===== src/common/apfc_pkg.sv =====
// constants, types and timing table for the converter control block
// Operation
// - pf mode bit 7 enables threshold comparison instead of unconditional interrupt
// - pf mode bit 6 picks which compare outcome raises the interrupt
// - polarity 0: irq if result[9:2] >= threshold; 1: irq if below
// - at end of conversion store result, then compare and interrupt
// - channel in channel bits 2..0, time in mode bits 5..3, any order
// - channel rewrite while running converts the new channel and compares
// - first conversion after start or change is longer; later ones exact
// - conversion repeats back to back while run bit 7 stays set
// - config register write aborts conversion; restarts if run still set
// - result read colliding with update returns old value, then updates
// - mode or channel write at end of conversion wins; no update, no irq
// - channel rewrite never clears the conversion end flag
// - converter halts in standby; clear run and power-on beforehand
// - result is 10 bits, one lsb being 1/1024 of full scale
// - conversion time counts from sampling start to result
// - sample switch closed for between a seventh and an eighth of each conversion
package apfc_pkg;
  localparam int         CLK_MHZ    = 25;
  localparam int         SETTLE_US  = 14;
  localparam logic [8:0] SETTLE_CYC = 9'(SETTLE_US * CLK_MHZ);

  localparam logic [2:0] A_MODE = 3'h0;
  localparam logic [2:0] A_CHAN = 3'h1;
  localparam logic [2:0] A_PFM  = 3'h2;
  localparam logic [2:0] A_THR  = 3'h3;
  localparam logic [2:0] A_RES  = 3'h4;
  localparam logic [2:0] A_STAT = 3'h5;

  localparam int B_RUN     = 7;
  localparam int B_TS_HI   = 5;
  localparam int B_TS_LO   = 3;
  localparam int B_PWR     = 0;
  localparam int B_PF_EN   = 7;
  localparam int B_PF_POL  = 6;
  localparam int B_CH_HI   = 2;
  localparam int B_FLAG    = 0;

  localparam logic [9:0] SAR_MSB = 10'h200;

  typedef enum logic [1:0] {ST_IDLE, ST_DELAY, ST_CONV} apfc_phase_t;

  typedef struct packed {
    logic [2:0] addr;
    logic [7:0] wdata;
    logic       wr;
    logic       rd;
  } apfc_bus_t;

  typedef struct packed {
    logic       run;
    logic [2:0] ts;
    logic       pwr;
  } apfc_mode_t;

  typedef struct packed {
    logic en;
    logic pol;
  } apfc_pf_t;

  // conversion, sampling, first-start delay, bit step (all in clocks)
  typedef struct packed {
    logic [8:0] conv;
    logic [5:0] samp;
    logic [5:0] dly;
    logic [4:0] stride;
  } apfc_tim_t;

  // prohibited selections fall back to the slowest setting
  localparam apfc_tim_t TIM_TAB [8] = '{
    '{9'h120, 6'h28, 6'h20, 5'h18},
    '{9'h0F0, 6'h20, 6'h1C, 5'h14},
    '{9'h0C0, 6'h18, 6'h18, 5'h10},
    '{9'h120, 6'h28, 6'h20, 5'h18},
    '{9'h090, 6'h14, 6'h10, 5'h0C},
    '{9'h078, 6'h10, 6'h0E, 5'h0A},
    '{9'h060, 6'h0C, 6'h0C, 5'h08},
    '{9'h120, 6'h28, 6'h20, 5'h18}
  };

  typedef struct packed {
    apfc_mode_t  mode;
    logic [2:0]  chan;
    apfc_pf_t    pf;
    logic [7:0]  thr;
    logic [9:0]  result;
    logic        flag;
    logic        irq;
    logic [15:0] rd;
    apfc_phase_t ph;
    logic [8:0]  e;
    logic [4:0]  sc;
    logic [9:0]  sar;
    logic [9:0]  mask;
    logic        sh;
    logic [8:0]  settle;
  } apfc_state_t;
endpackage : apfc_pkg


===== src/design/apfc_ctrl.sv =====
// converter sequencer, register file and power-fail compare
//
// Local design decisions: the address-and-strobe port and the register offsets.
`timescale 1ns/10ps
`default_nettype none
module apfc_ctrl (
  // clock and reset
  input  wire logic               CLK,
  input  wire logic               RST,
  // register port
  input  wire apfc_pkg::apfc_bus_t BUS,
  output logic [15:0]             RD_DATA,
  // analog front end
  input  wire logic               COMP_IN,
  output logic [9:0]              SAR_CODE,
  output logic                    SAMPLE_HOLD,
  output logic [2:0]              CHANNEL,
  output logic                    POWER_ON,
  // system
  input  wire logic               STANDBY,
  output logic                    CONV_END_IRQ
);
  import apfc_pkg::*;

  apfc_state_t q;
  apfc_state_t n;
  apfc_tim_t   tim;
  logic        cfg_wr;
  logic        eoc;
  logic        hit;
  logic        settled;

  assign tim     = TIM_TAB[q.mode.ts];
  assign settled = (q.settle == SETTLE_CYC);
  assign cfg_wr  = BUS.wr && (BUS.addr == A_MODE || BUS.addr == A_CHAN ||
                              BUS.addr == A_PFM  || BUS.addr == A_THR);
  assign eoc     = (q.ph == ST_CONV) && (q.e == (tim.conv - 9'h001));
  // compare the upper eight result bits against the threshold
  assign hit     = !q.pf.en ||
                   (q.pf.pol ? (q.sar[9:2] <  q.thr)
                             : (q.sar[9:2] >= q.thr));

  always_comb begin
    n     = q;
    n.irq = 1'b0;
    n.rd  = 16'h0000;
    // register writes
    if (BUS.wr) begin
      if (BUS.addr == A_MODE) begin
        n.mode.run = BUS.wdata[B_RUN];
        n.mode.ts  = BUS.wdata[B_TS_HI:B_TS_LO];
        n.mode.pwr = BUS.wdata[B_PWR];
      end else if (BUS.addr == A_CHAN) begin
        n.chan = BUS.wdata[B_CH_HI:0];
      end else if (BUS.addr == A_PFM) begin
        n.pf.en  = BUS.wdata[B_PF_EN];
        n.pf.pol = BUS.wdata[B_PF_POL];
      end else if (BUS.addr == A_THR) begin
        n.thr = BUS.wdata;
      end else if (BUS.addr == A_STAT && BUS.wdata[B_FLAG]) begin
        n.flag = 1'b0;
      end
    end
    // register reads, served from the old state
    if (BUS.rd) begin
      if (BUS.addr == A_MODE) begin
        n.rd = {8'h00, q.mode.run, 1'b0, q.mode.ts, 2'b00, q.mode.pwr};
      end else if (BUS.addr == A_CHAN) begin
        n.rd = {13'h0000, q.chan};
      end else if (BUS.addr == A_PFM) begin
        n.rd = {8'h00, q.pf.en, q.pf.pol, 6'h00};
      end else if (BUS.addr == A_THR) begin
        n.rd = {8'h00, q.thr};
      end else if (BUS.addr == A_RES) begin
        n.rd = {q.result, 6'h00};
      end else if (BUS.addr == A_STAT) begin
        n.rd = {13'h0000, settled, (q.ph != ST_IDLE), q.flag};
      end else begin
        n.rd = 16'h0000;
      end
    end
    // power-on settling indication
    if (!n.mode.pwr) begin
      n.settle = 9'h000;
    end else if (!settled) begin
      n.settle = q.settle + 9'h001;
    end
    // sequencer
    if (STANDBY || !n.mode.run) begin
      n.ph = ST_IDLE;
      n.e  = 9'h000;
    end else if (cfg_wr || q.ph == ST_IDLE) begin
      n.ph = ST_DELAY;
      n.e  = 9'h000;
    end else begin
      case (q.ph)
        ST_DELAY: begin
          if (q.e == {3'h0, tim.dly} - 9'h001) begin
            n.ph   = ST_CONV;
            n.e    = 9'h000;
            n.sc   = 5'h00;
            n.sar  = SAR_MSB;
            n.mask = SAR_MSB;
          end else begin
            n.e = q.e + 9'h001;
          end
        end
        ST_CONV: begin
          n.e = q.e + 9'h001;
          // one approximation step per stride after sampling
          if (q.e >= {3'h0, tim.samp} && q.mask != 10'h000) begin
            if (q.sc == tim.stride - 5'h01) begin
              n.sar  = (COMP_IN ? q.sar : (q.sar & ~q.mask)) |
                       (q.mask >> 1);
              n.mask = q.mask >> 1;
              n.sc   = 5'h00;
            end else begin
              n.sc = q.sc + 5'h01;
            end
          end
          if (eoc) begin
            n.result = q.sar;
            n.e      = 9'h000;
            n.sc     = 5'h00;
            n.sar    = SAR_MSB;
            n.mask   = SAR_MSB;
            if (hit) begin
              n.flag = 1'b1;
              n.irq  = 1'b1;
            end
          end
        end
        default: begin
          n.ph = ST_IDLE;
        end
      endcase
    end
    n.sh = (n.ph == ST_CONV) && (n.e < {3'h0, tim.samp});
  end

  always_ff @(posedge CLK) begin
    if (RST) begin
      q <= '0;
    end else begin
      q <= n;
    end
  end

  assign RD_DATA      = q.rd;
  assign SAR_CODE     = q.sar;
  assign SAMPLE_HOLD  = q.sh;
  assign CHANNEL      = q.chan;
  assign POWER_ON     = q.mode.pwr;
  assign CONV_END_IRQ = q.irq;

  logic mode_chan_wr;
  assign mode_chan_wr = BUS.wr && (BUS.addr == A_MODE || BUS.addr == A_CHAN);
endmodule : apfc_ctrl
`default_nettype wire

===== config.mk =====
export PLATFORM = sky130hd
export DESIGN_NAME = apfc_ctrl
export DESIGN_NICKNAME = d
export VERILOG_FILES = /design/src/common/apfc_pkg.sv /design/src/design/apfc_ctrl.sv
export SDC_FILE = /design/constraint.sdc
export NUM_CORES = 1
export LEC_CHECK = 0
export BUFFER_PORTS_ARGS = -buffer_cell sky130_fd_sc_hd__buf_2
export CORE_ASPECT_RATIO = 0.7
export CORE_MARGIN = 3
export CORE_UTILIZATION = 50
export CTS_BUF_LIST = sky130_fd_sc_hd__clkbuf_2
export DETAILED_ROUTE_END_ITERATION = 10
export HOLD_SLACK_MARGIN = 0.1
export PLACE_DENSITY = 0.69
export SLEW_MARGIN = 20
export SYNTH_ARGS = -nofsm -noshare
export SYNTH_HDL_FRONTEND = slang
export SYNTH_SLANG_ARGS = --single-unit
export TNS_END_PERCENT = 20

===== constraint.sdc =====
create_clock -name CLK -period 4.15 [get_ports CLK]
set_input_delay 0.83 -clock CLK [delete_from_list [all_inputs] [get_ports CLK]]
set_output_delay 0.83 -clock CLK [all_outputs]
set_load 0.05 [all_outputs]

Yosys cells after proc, flatten, opt, wreduce, memory -nomap -nowiden

Memory sizes are Yosys's and may differ from the RTL's.
Cells that the tools add are included.

Bits of input ports: 17
Flip-flop bits (word level): 92
Logic and storage cells: 132
Memory bits (read-only): 208
Memories kept: 1

Magnitude comparators: 5
Muxes and demuxes: 40
Equality and inequality tests: 15
Reductions and logical operators: 31
Add/subtract/negate cells: 6
Bitwise operators: 13

Memory list:

| name             | depth | bits a word | read ports | clocked after memory_dff | wr ports | RTL line        | text |
|---|---|---|---|---|---|---|---|
| (name not given) | 8     | 26          | 1          | 0                        | 0        | apfc_ctrl.sv:33 | `assign tim = TIM_TAB[q.mode.ts];` |

Operators by type and width:

| kind                  | count |
|---|---|
| $pmux W34 S2          | 1 |
| $mux W26              | 2 |
| $mux W25              | 2 |
| $mux W8               | 6 |
| $mux W34              | 1 |
| $mux W11              | 2 |
| $mux W10              | 2 |
| $mux W20              | 1 |
| $add A9 B1 Y9 const B | 2 |
| $eq A9 B9 Y1          | 2 |
| $mux W18              | 1 |
| $mux W16              | 1 |
| $mux W2               | 7 |
| $mux W13              | 1 |
| $and A10 B10 Y10      | 1 |
| $mux W5               | 2 |
| $not A10 Y10          | 1 |
| $or A10 B9 Y10        | 1 |
| $reduce_and A5 Y1     | 2 |
| $reduce_bool A10 Y1   | 1 |
| $eq A9 B9 Y1 const B  | 1 |
| $ge A9 B6 Y1          | 1 |
| $lt A9 B6 Y1          | 1 |
| $mux W9               | 1 |
| other kinds (35)      | 67 |

Depth between registers and ports, before layout

Depth in word-level cells: 14
Mapped depth: 18
Depth with buffers taken out: 18

Least setup slack after synthesis

No wires, ideal clock.

Path type: reg-to-reg
Start point: register q[88] (netlist name)
End point: register q, in the netlist SAMPLE_HOLD
Cell stages (with the launch flop): 19
Arrival: 3675 ps
Required time: 4090 ps
Slack: 415 ps
Path buffers: 1
Clock period less this slack: 3735 ps
Path through: dfxtp_1 inv_1 ha_1 buf_2 a21oi_1 ha_1 or3b_1 and4_1 a211o_1 a31oi_2 nand2b_1 o21ai_0 nor2_1 ha_1 nor2b_1 o21ai_0 nand2b_1 a21oi_1 o2111a_1

RTL lines:

| what                     | RTL line         | text |
|---|---|---|
| start: declaration       | apfc_ctrl.sv:25  | `apfc_state_t q;` |
| start signal: assignment | apfc_ctrl.sv:145 | `q <= n;` |

==> results by group <==
Synth
  – Post-synthesis net count: 665
  – Register area share after synthesis: 0.3428
  – Cell Area, Synth: 5373 um^2
  – Number of synthesized register bits: 92
  – Library cells used by synthesis: 76
  – Largest family of logic cells by synthesized area: simple AND/OR/NAND/NOR gates
  – Adder-cell area share of the yosys netlist: 0.07685
  – EDFF count, synth: 0
  – Synth warn: 0
  – Synth Area in XOR/XNOR: 0.04401
  – Mux share of post-synthesis cell area: 0.04518
  – Synth Area in Simple Gates: 0.2077
  – Synth async-reset ratio: 0
  – Synth Instances: a little over 600
  – Compound-Gate Fraction of Synth Area: 0.1917
  – Main synth FF type: dfxtp_1
  – Syn Area/Cell: 8.736 um^2

Worst setup path
  – Reg-to-reg endpoint: SAMPLE_HOLD
  – FF-to-FF setup slack: 0.31 ns
  – Crit path DAT: 4.41 ns
  – CP max FO: 7
  – Crit end category: flop
  – Critical path data required time: roughly 4.7 ns
  – Reg2reg path depth: 17
  – CP startpoint kind: flop
  – Critical path buffer and inverter count: 1
  – WS Path Type: reg2reg
  – Most repeated library cell on the critical path: ha_1
  – Launch point of the worst reg-to-reg path: q[88]
  – CP peak stage delay: 0.52 ns
  – Critical path's top delay family: compound AO/OA/AOI/OAI gates
  – Critical-path top delay cell: dfxtp_1
  – Critical Path, Cell by Cell: inv_1, ha_1, a21oi_1, ha_1, or3b_1, and4_1, a211o_1, a31oi_2, nand2b_1, o21ai_2, nor2_1, ha_1, nor2b_1, o21ai_0, nand2b_1, a21oi_1, o2111a_1

Final layout
  – ANT cells: 0
  – Ratio of cells with drive above 1 in the final layout: 0.1506
  – Multi-input logic area: 3044 um^2
  – Post-route cell area: 5624 um^2
  – Nets: 676
  – Register area: around 1800 um^2
  – Fill count: 964
  – Area Growth Syn to Fin: 4.681%

Hold path
  – Hold Path Origin: BUS[3]
  – Hold Crit Endpoint: q[75]
  – Hold path depth: 3
  – Min-Delay Path Class: in2reg

Routing
  – Routed wire length per instance: roughly 17 um
  – Routed Antenna Nets: 0
  – Starting DRT DRC Count: 344
  – WL final: around 13000 um
  – Detailed-route DRC error count: 0
  – Vias post-DR: 4422
  – First-pass DRT Iterations: 5
  – Routed vias/inst: 5.826

Timing
  – Slew Limit Fails: 0
  – Max Clk Rate: 0.2605 GHz
  – Hold Vio Cnt, Final: 0
  – Worst Clk Skew: 0.02413 ns
  – Slew HR: 0.4362
  – Worst Tran Pin Value: 0.8400 ns
  – Tcrit/Tclk final: 0.9250
  – Hold Slack: around 0.46 ns
  – Tmin final: 3.839 ns
  – Setup violators final: 0

Die
  – Core Box Area: 10060 um^2
  – Std cell rows: 30
  – Starting density of the core: 0.5341
  – Die ar.: 12040 um^2
  – Die Span Y: 92.73 um
  – IO Count: a little under 50
  – Die Wd: 129.9 um

Clocking
  – Root buffer cell: clkbuf_2
  – Clock Latency Late Sink: 0.59 ns
  – CTS Hold Bufs: 0
  – Max clock buf depth: 2
  – H-tree depth: 3
  – CTS tree: yes
  – Clk slew on worst S/H paths: 0.27 ns
  – Num Clock Sinks: between 90 and 100
  – Num CTS Buffers: 9

Global routing
  – Initial antenna violation count: 0
  – Largest net degree at the start of global routing: 36
  – Vias in the first global route: 4004
  – Total grt overflow: 0
  – First-pass GRT wire length: roughly 21000 um
  – Total GRT Usage: 0.2200

Placed design
  – Area post-placement: around 5500 um^2
  – Placer Congestion: between 0.8 and 0.9
  – Buffers added on ports: 48
  – Post-DP HPWL: 9398 um

Status
  – Status: completed

Pwr
  – Leakage: 0.002364 uW
  – Power Dens Cells: 272.5 nW/um^2
  – Peak supply drop: 0.1261 mV

Run
  – Maxcap violations: 0
==> synth_stat cells (5+ instances only) <==
| library cell | instances | area [um^2] |
|---|---|---|
| dfxtp_1 | 92 | 1842 |
| nor2_1 | 58 | 217.7 |
| nand2_1 | 39 | 146.4 |
| a21oi_1 | 35 | 175.2 |
| ha_1 | 33 | 412.9 |
| buf_4 | 31 | 232.7 |
| inv_1 | 29 | 108.9 |
| mux2i_1 | 22 | 220.2 |
| clkbuf_1 | 18 | 67.56 |
| xnor2_1 | 16 | 140.1 |
| o21ai_0 | 15 | 75.07 |
| nor2b_1 | 13 | 81.33 |
| a22o_1 | 12 | 105.1 |
| nand2b_1 | 11 | 68.82 |
| nand4_1 | 11 | 68.82 |
| o211ai_1 | 11 | 82.58 |
| xor2_1 | 11 | 96.34 |
| a21boi_0 | 10 | 75.07 |
| and2_1 | 10 | 62.56 |
| nand3_1 | 10 | 50.05 |
| nor3_1 | 9 | 45.04 |
| a21o_1 | 8 | 60.06 |
| and3_1 | 8 | 50.05 |
| o21a_1 | 6 | 45.04 |
| o221ai_1 | 6 | 52.55 |
| a31oi_1 | 5 | 31.28 |
| buf_6 | 5 | 56.30 |
| or3_1 | 5 | 31.28 |
==> stage by stage <==
stage	total power [uW]	setup TNS [ns]	setup slack, ns	util	cells
2_1_floorplan	984.6	0	0.4146	-	615
3_3_place_gp	1015	0	0.3822	0.5443	743
3_5_place_dp	1017	0	0.2878	0.5443	743
4_1_cts	1554	0	0.2231	0.5585	759
5_1_grt	1596	-0.008971	-0.008971	0.5591	759
6_report	1533	0	0.3112	0.5591	759
==> layout make-up <==
type	count	share of cell area
inverters	30	0.02002
clock inverters	7	0.01735
well taps	128	0.02848
clock buffers	9	0.008009
flip-flops and latches	92	0.3275
repair buffers	59	0.05740
multi-input cells	434	0.5413
==> worst min-delay path, stage by stage <==
cell and delay, ns:
buf_2 0.11, nand2_1 0.05, a21oi_1 0.05
==> cells in the final DEF, fill, tap and decap left out, types with 9 or more instances in the layout <==
cell type / instances
nand2_1: 39
ha_1: 32
xnor2_1: 16
nand2b_1: 11
buf_2: 48
inv_1: 29
a21oi_1: 35
o21ai_0: 14
nor2_1: 58
nor2b_1: 13
nand4_1: 11
dfxtp_1: 92
clkbuf_2: 9
nand3_1: 10
mux2i_1: 22
a22o_1: 12
and2_1: 10
xor2_1: 11
nor3_1: 9
buf_4: 11
a21boi_0: 10
o211ai_1: 11
==> power breakdown <==
part / total [uW] / switching (uW) / internal (uW)
registers: 895 / 4.15 / 891
clock network: 529 / 327 / 203
logic: 108 / 70.3 / 37.9
==> logic make-up (layout without fill, tap and decap cells) <==
kind of cell	Yosys count	in the layout
simple gates	206	206
flops	92	92
fa+ha+maj	33	33
mux	24	24
xor+xnor	27	27
buf+inv	89	105
compound gates	144	144
==> state kept, by name (all words and copies together) (netlist names) <==
signal / flops
q: 60
SAR_CODE: 10
CHANNEL: 3
CONV_END_IRQ: 1
SAMPLE_HOLD: 1
POWER_ON: 1
RD_DATA: 16
==> worst max-delay path by stage <==
stage,startpoint,to,cells after the start
5_1_grt,q[89],SAMPLE_HOLD,18
3_3_place_gp,q[89],SAMPLE_HOLD,18
4_1_cts,q[89],SAMPLE_HOLD,18
6_report,q[88],SAMPLE_HOLD,17
3_5_place_dp,q[89],SAMPLE_HOLD,18
2_1_floorplan,q[88],SAMPLE_HOLD,18
==> per-layer routing <==
| metal | routed length [um] | track usage | vias up |
|---|---|---|---|
| li1 | - | - | 2172 |
| met1 | 6448 | 0.3508 | 2077 |
| met2 | 5134 | 0.2925 | 163 |
| met3 | 1036 | 0.05130 | 10 |
| met4 | 123 | 0.04931 | 0 |
| met5 | 0 | 0 | - |
==> what timing repair did <==
action,4_1_cts,5_1_grt
buffers inserted,0,0
gates resized for setup,0,3
endpoints found under the setup margin,0,1
Note: power is estimated with default switching activity, not from simulation.
